--- config.mk ---
export PLATFORM = sky130hd
export DESIGN_NAME = ppfs_top
export DESIGN_NICKNAME = d
export VERILOG_FILES = /design/src/rtl/ppfs_pkg.sv /design/src/rtl/ppfs_top.sv
export SDC_FILE = /design/constraint.sdc
export NUM_CORES = 1
export LEC_CHECK = 0
export BUFFER_PORTS_ARGS = -buffer_cell sky130_fd_sc_hd__buf_2
export CORE_ASPECT_RATIO = 0.6
export CORE_UTILIZATION = 45
export DETAILED_ROUTE_END_ITERATION = 12
export PLACE_DENSITY = 0.71
export SLEW_MARGIN = 20
export SYNTH_ARGS = -nofsm -noshare
export SYNTH_HDL_FRONTEND = slang
export SYNTH_SLANG_ARGS = --single-unit
--- constraint.sdc ---
create_clock -name clk -period 4.5 [get_ports clk]
set_input_delay 0.9 -clock clk [delete_from_list [all_inputs] [get_ports clk]]
set_output_delay 0.9 -clock clk [all_outputs]
set_load 0.03 [all_outputs]
--- src/rtl/ppfs_pkg.sv ---
// Purpose: constants and types for the port pin function selector
// Assumes: 32-bit APB, two 8-pin ports
// Notes: offsets are byte addresses of aligned words
package ppfs_pkg;
	localparam int PINS = 8;
	localparam logic [7:0] OFS_A_DIR = 8'h00;
	localparam logic [7:0] OFS_A_SEL = 8'h04;
	localparam logic [7:0] OFS_A_OUT = 8'h08;
	localparam logic [7:0] OFS_B_DIR = 8'h0C;
	localparam logic [7:0] OFS_B_SEL = 8'h10;
	localparam logic [7:0] OFS_B_OUT = 8'h14;
	localparam logic [7:0] OFS_PIN_IN = 8'h18;
	localparam logic [7:0] DIR_RST = 8'h00;
	localparam logic [15:0] SEL_RST = 16'h0000;
	localparam logic [7:0] OUT_RST = 8'h00;
	localparam logic [1:0] SEL_GPIO = 2'h0;
	localparam logic [1:0] SEL_F1 = 2'h1;
	localparam logic [1:0] SEL_F2 = 2'h2;
	localparam logic [1:0] SEL_ANALOG = 2'h3;
	localparam int SER_HI = 4;
	localparam int PIN_SUBCLK = 0;
	localparam int PIN_AUXCLK = 1;
	localparam int PIN_TRIG = 2;
	localparam int PIN_TCK = 4;
	localparam int PIN_TMS = 5;
	localparam int PIN_TDI = 6;
	localparam int PIN_TDO = 7;
	localparam int PIN_A_CAP1 = 6;
	localparam int PIN_A_CAP2 = 7;
	localparam int PIN_B_CAP1 = 0;
	localparam int PIN_B_CAP2 = 1;
	localparam int PIN_B_MCLK = 6;
	localparam int PIN_B_XTAL = 7;

	typedef struct packed {
		logic [7:0] a;
		logic [7:0] b;
	} ppfs_pad_t;

	// bit order ste, clk, rx/somi, tx/simo = bits 0..3
	typedef struct packed {
		logic [3:0] sig;
	} ppfs_serial_t;
endpackage : ppfs_pkg

--- src/rtl/ppfs_top.sv ---
// Purpose: per-pin function multiplexer for two 8-pin ports
// Assumes: APB register access, one 25 MHz clock
// Notes: pin routing is combinational; pad inputs are synchronised
`timescale 1ns/100ps
`default_nettype none

module ppfs_top (
	input wire logic clk,
	input wire logic reset_n,
	input wire logic [7:0] paddr,
	input wire logic psel,
	input wire logic penable,
	input wire logic pwrite,
	input wire logic [31:0] pwdata,
	output logic [31:0] prdata,
	output logic pready,
	output logic pslverr,
	input wire ppfs_pkg::ppfs_pad_t padIn,
	output ppfs_pkg::ppfs_pad_t padOut,
	output ppfs_pkg::ppfs_pad_t padOe,
	input wire logic testPortActive,
	input wire ppfs_pkg::ppfs_serial_t serialOut,
	input wire ppfs_pkg::ppfs_serial_t serialOe,
	output ppfs_pkg::ppfs_serial_t serialIn,
	input wire logic subsystemClockOut,
	input wire logic auxClockOut,
	input wire logic mainClockOut,
	input wire logic timerCompare1Out,
	input wire logic timerCompare2Out,
	input wire logic comparatorOut,
	output logic timerCapture1In,
	output logic timerCapture2In,
	output logic timerTriggerIn,
	output logic timerExtClockIn,
	output logic jtagTck,
	output logic jtagTms,
	output logic jtagTdi,
	input wire logic jtagTdo,
	output logic [7:0] analogEnable,
	output logic crystalInEnable,
	output logic crystalOutEnable
);
	logic rstMeta_n;
	logic rst_n;
	logic [15:0] padMeta_q;
	logic [15:0] padSync_q;
	logic [7:0] aDir_q;
	logic [15:0] aSel_q;
	logic [7:0] aOut_q;
	logic [7:0] bDir_q;
	logic [15:0] bSel_q;
	logic [7:0] bOut_q;
	logic [31:0] rdata_q;
	logic [31:0] rdata_d;
	logic mapped;
	logic wrEn;
	logic [7:0] pa;
	logic [7:0] pb;
	logic [3:0] sIn;
	logic [7:0] outA;
	logic [7:0] oeA;
	logic [7:0] outB;
	logic [7:0] oeB;

	function automatic logic [1:0] selOf(input logic [15:0] s, input int i);
		selOf = s[2 * i +: 2];
	endfunction : selOf

	// reset released through two flops
	always_ff @(posedge clk or negedge reset_n) begin
		if (!reset_n) begin
			rstMeta_n <= 1'b0;
			rst_n <= 1'b0;
		end else begin
			rstMeta_n <= 1'b1;
			rst_n <= rstMeta_n;
		end
	end

	// pads are asynchronous to clk
	always_ff @(posedge clk or negedge rst_n) begin
		if (!rst_n) begin
			padMeta_q <= 16'h0000;
			padSync_q <= 16'h0000;
		end else begin
			padMeta_q <= padIn;
			padSync_q <= padMeta_q;
		end
	end
	assign pa = padSync_q[15:8];
	assign pb = padSync_q[7:0];

	// zero wait states; data is prepared in the setup cycle
	assign pready = 1'b1;
	assign pslverr = psel & penable & ~mapped;
	assign wrEn = psel & penable & pwrite & mapped;

	always_comb begin
		mapped = 1'b1;
		rdata_d = 32'h0000_0000;
		case (paddr)
			ppfs_pkg::OFS_A_DIR: rdata_d[7:0] = aDir_q;
			ppfs_pkg::OFS_A_SEL: rdata_d[15:0] = aSel_q;
			ppfs_pkg::OFS_A_OUT: rdata_d[7:0] = aOut_q;
			ppfs_pkg::OFS_B_DIR: rdata_d[7:0] = bDir_q;
			ppfs_pkg::OFS_B_SEL: rdata_d[15:0] = bSel_q;
			ppfs_pkg::OFS_B_OUT: rdata_d[7:0] = bOut_q;
			ppfs_pkg::OFS_PIN_IN: rdata_d[15:0] = padSync_q;
			default: mapped = 1'b0;
		endcase
	end

	always_ff @(posedge clk or negedge rst_n) begin
		if (!rst_n) begin
			rdata_q <= 32'h0000_0000;
		end else if (psel & ~penable) begin
			rdata_q <= rdata_d;
		end
	end
	assign prdata = rdata_q;

	// configuration registers
	always_ff @(posedge clk or negedge rst_n) begin
		if (!rst_n) begin
			aDir_q <= ppfs_pkg::DIR_RST;
			aSel_q <= ppfs_pkg::SEL_RST;
			aOut_q <= ppfs_pkg::OUT_RST;
			bDir_q <= ppfs_pkg::DIR_RST;
			bSel_q <= ppfs_pkg::SEL_RST;
			bOut_q <= ppfs_pkg::OUT_RST;
		end else if (wrEn) begin
			case (paddr)
				ppfs_pkg::OFS_A_DIR: aDir_q <= pwdata[7:0];
				ppfs_pkg::OFS_A_SEL: aSel_q <= pwdata[15:0];
				ppfs_pkg::OFS_A_OUT: aOut_q <= pwdata[7:0];
				ppfs_pkg::OFS_B_DIR: bDir_q <= pwdata[7:0];
				ppfs_pkg::OFS_B_SEL: bSel_q <= pwdata[15:0];
				ppfs_pkg::OFS_B_OUT: bOut_q <= pwdata[7:0];
				default: ;
			endcase
		end
	end

	// port A drive; each port has its own process, so local vectors keep one writer
	always_comb begin
		outA = 8'h00;
		oeA = 8'h00;
		for (int i = 0; i < ppfs_pkg::PINS; i++) begin
			case (selOf(aSel_q, i))
				ppfs_pkg::SEL_GPIO: begin
					outA[i] = aOut_q[i];
					oeA[i] = aDir_q[i];
				end
				ppfs_pkg::SEL_F1: begin
					outA[i] = serialOut.sig[i % ppfs_pkg::SER_HI];
					oeA[i] = serialOe.sig[i % ppfs_pkg::SER_HI];
				end
				ppfs_pkg::SEL_F2: begin
					oeA[i] = aDir_q[i] & (i == ppfs_pkg::PIN_SUBCLK
						|| i == ppfs_pkg::PIN_AUXCLK || i == ppfs_pkg::PIN_A_CAP1
						|| i == ppfs_pkg::PIN_A_CAP2);
					if (i == ppfs_pkg::PIN_SUBCLK)
						outA[i] = subsystemClockOut;
					else if (i == ppfs_pkg::PIN_AUXCLK)
						outA[i] = auxClockOut;
					else if (i == ppfs_pkg::PIN_A_CAP1)
						outA[i] = timerCompare1Out;
					else if (i == ppfs_pkg::PIN_A_CAP2)
						outA[i] = timerCompare2Out;
				end
				default: ;
			endcase
			if (testPortActive && i >= ppfs_pkg::PIN_TCK) begin
				outA[i] = (i == ppfs_pkg::PIN_TDO) ? jtagTdo : 1'b0;
				oeA[i] = (i == ppfs_pkg::PIN_TDO);
			end
		end
	end

	// port B drive; pins 2-5 have port I/O only
	always_comb begin
		outB = 8'h00;
		oeB = 8'h00;
		for (int i = 0; i < ppfs_pkg::PINS; i++) begin
			case (selOf(bSel_q, i))
				ppfs_pkg::SEL_GPIO: begin
					outB[i] = bOut_q[i];
					oeB[i] = bDir_q[i];
				end
				ppfs_pkg::SEL_F1: begin
					oeB[i] = bDir_q[i] & (i == ppfs_pkg::PIN_B_CAP1
						|| i == ppfs_pkg::PIN_B_CAP2 || i == ppfs_pkg::PIN_B_MCLK);
					if (i == ppfs_pkg::PIN_B_CAP1)
						outB[i] = timerCompare1Out;
					else if (i == ppfs_pkg::PIN_B_CAP2)
						outB[i] = timerCompare2Out;
					else if (i == ppfs_pkg::PIN_B_MCLK)
						outB[i] = mainClockOut;
				end
				ppfs_pkg::SEL_F2: begin
					if (i == ppfs_pkg::PIN_B_CAP1) begin
						outB[i] = comparatorOut;
						oeB[i] = bDir_q[i];
					end
				end
				default: ;
			endcase
		end
	end
	assign padOut = '{a: outA, b: outB};
	assign padOe = '{a: oeA, b: oeB};

	// inputs toward peripherals; undriven selections read as low
	always_comb begin
		for (int k = 0; k < ppfs_pkg::SER_HI; k++) begin
			if (selOf(aSel_q, k) == ppfs_pkg::SEL_F1)
				sIn[k] = pa[k];
			else if (selOf(aSel_q, k + ppfs_pkg::SER_HI) == ppfs_pkg::SEL_F1
				&& !testPortActive)
				sIn[k] = pa[k + ppfs_pkg::SER_HI];
			else
				sIn[k] = 1'b0;
		end
	end
	assign serialIn.sig = sIn;

	always_comb begin
		timerTriggerIn = (selOf(aSel_q, ppfs_pkg::PIN_TRIG) == ppfs_pkg::SEL_F2)
			& ~aDir_q[ppfs_pkg::PIN_TRIG] & pa[ppfs_pkg::PIN_TRIG];
		if (selOf(aSel_q, ppfs_pkg::PIN_A_CAP1) == ppfs_pkg::SEL_F2
			&& !aDir_q[ppfs_pkg::PIN_A_CAP1] && !testPortActive)
			timerCapture1In = pa[ppfs_pkg::PIN_A_CAP1];
		else
			timerCapture1In = (selOf(bSel_q, ppfs_pkg::PIN_B_CAP1) == ppfs_pkg::SEL_F1)
				& ~bDir_q[ppfs_pkg::PIN_B_CAP1] & pb[ppfs_pkg::PIN_B_CAP1];
		if (selOf(aSel_q, ppfs_pkg::PIN_A_CAP2) == ppfs_pkg::SEL_F2
			&& !aDir_q[ppfs_pkg::PIN_A_CAP2] && !testPortActive)
			timerCapture2In = pa[ppfs_pkg::PIN_A_CAP2];
		else
			timerCapture2In = (selOf(bSel_q, ppfs_pkg::PIN_B_CAP2) == ppfs_pkg::SEL_F1)
				& ~bDir_q[ppfs_pkg::PIN_B_CAP2] & pb[ppfs_pkg::PIN_B_CAP2];
		timerExtClockIn = (selOf(bSel_q, ppfs_pkg::PIN_B_XTAL) == ppfs_pkg::SEL_F1)
			& ~bDir_q[ppfs_pkg::PIN_B_XTAL] & pb[ppfs_pkg::PIN_B_XTAL];
	end

	assign jtagTck = testPortActive & pa[ppfs_pkg::PIN_TCK];
	assign jtagTms = testPortActive & pa[ppfs_pkg::PIN_TMS];
	assign jtagTdi = testPortActive & pa[ppfs_pkg::PIN_TDI];
	assign crystalOutEnable = (selOf(bSel_q, ppfs_pkg::PIN_B_MCLK) == ppfs_pkg::SEL_F2);
	assign crystalInEnable = (selOf(bSel_q, ppfs_pkg::PIN_B_XTAL) == ppfs_pkg::SEL_F2);

	always_comb begin
		for (int i = 0; i < ppfs_pkg::PINS; i++)
			analogEnable[i] = (selOf(aSel_q, i) == ppfs_pkg::SEL_ANALOG)
				&& !(testPortActive && i >= ppfs_pkg::PIN_TCK);
	end
endmodule : ppfs_top

`default_nettype wire

==> qor.yml, run 1 <==
insertion_delay_ns: 0.41
h-tree-depth: 4
leakage_nw: 3.38
ys_types: 52
die_y_um: 87.6
startpoint_type: "input pin"
die_area_mm2: 0.0127
syn-cell-area_mm2: 0.00549
synth_seq_cells: 114
max-clock-path-buffers: 2
r2r_cells: 4
antenna_found_initial: 0
avgSynthCellArea_um2: 12.3
die_w_um: 145
fillers: 993
synthArstFlopShare_pct: 100
crit_slowest_cell: "buf_2"
synth.top_cell.area_share_pct: 51.9
synth.area.top_cells: "dfrtp_1 (52%), mux2_2 (13%), mux2i_1 (5.1%)"
power_density_mw_per_mm2: 361
worst_ep_required_time_ns: 3.60
fin_crit_ns: 3.07
cts_setup_buffers: 0
crit_arrival_ns: 2.17
layout-drive-gt1-share_pct: 41.8
numPortBuffers: 130
cts-root-buf: "clkbuf_16"
ir_drop_uv: 253
grt.overflow.total: 0
fin_cells: 748
crit_type: "input pin to output pin"
path_cells: "buf_2 > nand2_1 > o211ai_1 > and3_1 > buf_2"
grt_pass1_wl_um: 22500
nets: 653
hold_viol_final: 0
dr.pass1.iters: 4
timing.rr.start: "aDir_q[6]"
setup_tns_ns: 0
first_iter_violations: 249
fmax_ghz: 0.325
slew_viol_final: 0
synth_edf_count: 0
vias: 4065
yosysWarnings: 0
tightest_slew_ns: 0.885
hpwl_um: 10700
postRouteAntennaNets: 0
synthCells: 445
place_congestion: 0.861
row_count: 30
setup_viol: 0
outcome: "finished clean"
yosysTopAreaCell: "dfrtp_1"
grtUsageTotal_pct: 25.0
hold_path.class: "input pin to async pin"
start_util_pct: 47.4
rsz0062_at_grt: "false"
avgRoutedWirePerCell_um: 19.7
ys.flop_type: "dfrtp_1"
first_global_vias: 3951
cts_sinks: 114
post_cts_resized: 0
drv_cap: 0
ios: 164
reg2reg_setup_slack_ns: 2.83
synth-seq-area-share_pct: 51.9
antenna_cells: 0
area_growth_pct: 22.7
power.total_mw: 2.44
post-route-period-util_pct: 68.3
slew_headroom_pct: 40.6
cts_tree: "done"
worstSetupEndpointType: "output pin"
cts_made_buffers: 17
dp.cells: 716
synth_most_common_cell: "dfrtp_1"
wl_um: 14800
grt_max_degree: 88
drc_errors: 0
avgViaCountPerCell: 5.43
finClkSkew_ns: 0.00923
hold_buffers: 0
crit_top_cell: "buf_2"
critPathMaxFanout: 21
timing.rr.end: "prdata[6]"
core_area_mm2: 0.0116
clk_pin_slew_ns: 0.05
synthTopCellsByCount: "dfrtp_1 (114), mux2_2 (62), mux2i_1 (28), nand2_1 (24), o21ai_0 (23)"
critPathMaxStageDelay_ns: 0.42
metal layers:
metal	vias up	share of wire (%)	track usage, %
met3	19	7.9	7.05
met1	2035	47	35.0
met4	0	1.6	9.86
met5	-	0	0
li1	1844	-	-
met2	167	44	37.0
cells in the final DEF (no fill, tap or decap), types with 4 or more instances in the layout:
cell type  synthesis  layout
clkbuf_16          0      17
conb_1             2      18
nor4b_1            4       4
dfrtp_1          114     113
nand2_1           24      24
a2bb2oi_1          8       8
buf_4             17       4
buf_2              3     130
and2_1             7       7
o22ai_1            4       4
a22o_1             7       7
nor2b_1            5       5
nor2_1            18      18
o21ai_0           23      23
clkbuf_1          15       5
nor3_1             7       7
nand3b_1           6       6
mux2_2            62      62
clkinv_2           0       5
mux2i_1           28      28
nand2b_1           6       5
a21oi_1            6       6
inv_1             11      11
mux4_2             4       4
nor3b_1           12      12
mux2_4             8       8
sequential cells by signal, indices dropped and copies added (netlist names):
| name | count |
|---|---|
| rstMeta_n | 1 |
| bSel_q | 16 |
| aOut_q | 8 |
| bDir_q | 8 |
| padSync_q | 16 |
| rst_n | 1 |
| prdata | 16 |
| padMeta_q | 16 |
| bOut_q | 8 |
| aDir_q | 8 |
| aSel_q | 16 |
power by group:
group | internal [mW] | total (mW) | switching (mW)
registers | 1.05 | 1.08 | 0.0260
logic | 0.0619 | 0.183 | 0.121
clock network | 0.737 | 1.17 | 0.437
total | 1.85 | 2.44 | 0.584
cell type report:
| class | instances | area, um^2 | area share, % |
|---|---|---|---|
| Sequential cell | 114 | 2860 | 42.4 |
| Multi-Input combinational cell | 296 | 2410 | 35.8 |
| Timing Repair Buffer | 135 | 708 | 10.5 |
| Clock buffer | 25 | 485 | 7.20 |
| Tap cell | 160 | 200 | 2.97 |
| Inverter | 12 | 45.0 | 0.668 |
| Clock inverter | 6 | 32.5 | 0.483 |
worst max-delay path by stage:
stage                     cells past startpoint  startpoint         to
after floorplan                               0       rst_n  aDir_q[0]
after global placement                        5    paddr[4]  bDir_q[0]
after detailed placement                      5    paddr[4]  bDir_q[0]
after CTS                                     5    paddr[2]    pslverr
after global routing                          5    paddr[2]    pslverr
final                                         5    paddr[2]    pslverr
kinds of logic (layout without fill, tap and decap cells):
logic type | count (synthesis) | count (layout) | share of synthesized area (%)
buffers and inverters | 51 | 178 | 5.26
AOI/OAI and AO/OA | 65 | 65 | 8.13
and+or+nand+nor | 111 | 111 | 12.9
muxes | 102 | 102 | 21.6
DFF | 114 | 114 | 51.9
other | 2 | 18 | 0.137
per-stage QoR:
step | setup WS, ns | hold slack [ns] | instance area (um^2) | util (%)
floorplan | 1.09 | 0.331 | 5550 | -
global placement | 1.19 | 0.334 | 6190 | 53.4
detailed placement | 1.15 | 0.335 | 6190 | 53.4
CTS | 1.42 | 0.246 | 6710 | 57.9
global route | 1.35 | 0.245 | 6740 | 58.1
finish | 1.43 | 0.261 | 6740 | 58.1
worst max-delay path: cells and delay by family:
| family | cells | cell delay, ns |
|---|---|---|
| AND/OR/NAND/NOR | 2 | 0.38 |
| buffers and inverters | 2 | 0.61 |
| AO/OA/AOI/OAI | 1 | 0.27 |
(Power assumes the default switching activity.)
==> run 2, diff against run 1 <==
--- a/config.mk
+++ b/config.mk
@@ -9,7 +9,7 @@
 export CORE_ASPECT_RATIO = 0.6
 export CORE_UTILIZATION = 45
 export DETAILED_ROUTE_END_ITERATION = 12
-export PLACE_DENSITY = 0.71
+export PLACE_DENSITY = 0.74
 export SLEW_MARGIN = 20
 export SYNTH_ARGS = -nofsm -noshare
 export SYNTH_HDL_FRONTEND = slang
==> constraint.sdc (replaced) <==
create_clock -name clk -period 2.8 [get_ports clk]
set_input_delay 0.56 -clock clk [delete_from_list [all_inputs] [get_ports clk]]
set_output_delay 0.56 -clock clk [all_outputs]
set_load 0.03 [all_outputs]
==> qor.yml, run 2 (synthesis gave the netlist of run 1 again) <==
place_congestion: 0.866
pwr-share-comb_pct: 7.6
dr.pass1.iters: 4
fmax_ghz: 0.421
rsz0062_at_grt: "false"
hpwl_um: 11200
drc_errors: 0
ios: 164
die_w_um: 145
crit_arrival_ns: 1.82
final_common_cell: "buf_2"
row_count: 30
area_growth_pct: 25.3
post-route-period-util_pct: 84.8
start_util_pct: 47.4
power_density_mw_per_mm2: 566
antenna_found_initial: 0
setup_viol: 0
numPortBuffers: 130
h-tree-depth: 4
outcome: "finished clean"
slew_viol_final: 0
grt_pass1_wl_um: 22800
clk_pin_slew_ns: 0.05
worstSetupEndpointType: "output pin"
fin_ws_ns: 0.425
postRouteAntennaNets: 0
cts-root-buf: "clkbuf_16"
leakage_nw: 3.46
antenna_cells: 0
tightest_slew_ns: 0.767
layout-drive-gt1-share_pct: 43.8
p_int_mw: 2.93
slew_headroom_pct: 48.9
critPathMaxFanout: 9
startpoint_type: "register"
crit_type: "register to output pin"
cts_sinks: 114
first_global_vias: 4049
cts_tree: "done"
seqPwrFrac_pct: 44.6
drv_cap: 0
path_cells: "nor4b_1 > nand2_1 > o21ai_0 > buf_2"
p_clk_share_pct: 47.8
setup_tns_ns: 0
insertion_delay_ns: 0.41
die_y_um: 87.6
p_sw_mw: 0.964
nets: 673
timing.hold.ws_ns: 0.256
critPathMaxStageDelay_ns: 0.46
hold_path.class: "input pin to register"
worst_ep_required_time_ns: 2.24
crit_slowest_cell: "dfrtp_1"
finClkSkew_ns: 0.00711
first_iter_violations: 315
grtUsageTotal_pct: 25.2
cts_made_buffers: 17
fin_crit_ns: 2.38
hold_viol_final: 0
core_area_mm2: 0.0116
final_cell_mix: "buf_2 (130), dfrtp_1 (113), mux2_2 (62)"
ir_drop_uv: 360
dpl_worst_slack_ns: 0.388
max-clock-path-buffers: 2
avgViaCountPerCell: 5.45
p_sw_share_pct: 24.8
grt.overflow.total: 0
vias: 4189
grt_max_degree: 60
avgRoutedWirePerCell_um: 19.5
wl_um: 15000
die_area_mm2: 0.0127
-- run 2: changes by cell type in the layout (fill, tap and decap cells not counted) --
cell / delta
buf_16: -1
nand2b_1: +1
clkbuf_8: -2
buf_4: +19
clkinvlp_4: +3
dlygate4sd3_1: +1
buf_12: +1
clkinv_2: +2
nand2b_2: -1
clkbuf_1: -2
-- run 2: timing repair --
action,in CTS,in global routing
buffers inserted,0,0
hold buffers,1,0
endpoints found under the hold margin,2,0
gates resized for setup,0,0
-- run 2: path summary, 6_finish.rpt --
path	endpoint	from	slack, ns	depth (start not counted)
max	timerCapture1In	aSel_q[12]	0.42	4
min	padMeta_q[13]	padIn[13]	0.26	1
max reg2reg	prdata[6]	aDir_q[6]	1.10	4
min reg2reg	rst_n	rstMeta_n	0.35	0
max in group asynchronous	bDir_q[6]	rst_n	1.62	1
min in group asynchronous	padSync_q[8]	rst_n	0.40	0
-- run 2: final cells by class --
class	instances	area (um^2)
inverter	12	45.0
multi-input combinational	296	2410
timing repair buffer	155	853
clock inverter	11	65.1
sequential	114	2860
fill	983	4720
clock buffer	21	450
tap	160	200
-- run 2: metrics by stage --
stage	power, mW	utilization [%]	std cells	instance area, um^2
after global placement	2.05	54.8	736	6360
after CTS	3.93	59.3	769	6880
after detailed placement	2.06	54.8	736	6360
after floorplan	1.95	-	461	5550
after global routing	4.05	59.3	769	6880
final	3.90	59.3	769	6880
-- run 2: routing by layer --
metal	GRT usage, %	vias to the layer above	routed length, um
met5	0	-	0
met4	10.8	0	216
met3	6.29	17	1460
met2	36.0	179	6640
met1	36.4	2092	6680
li1	-	1901	-
-- run 2: power by group through the flow --
stage / Clock [mW] / Combinational (mW) / Sequential (mW)
5_1_grt: 1.99 / 0.318 / 1.75
3_5_place_dp: 0 / 0.292 / 1.77
4_1_cts: 1.89 / 0.295 / 1.74
6_report: 1.86 / 0.295 / 1.74
3_3_place_gp: 0 / 0.287 / 1.76
2_1_floorplan: 0 / 0.188 / 1.76
-- run 2: worst max-delay path: cells and delay by family (launching register included) --
family / cells / cell delay (ns)
AOI/OAI and AO/OA: 1 / 0.14
buffers and inverters: 1 / 0.26
and+or+nand+nor: 2 / 0.54
DFF: 1 / 0.46
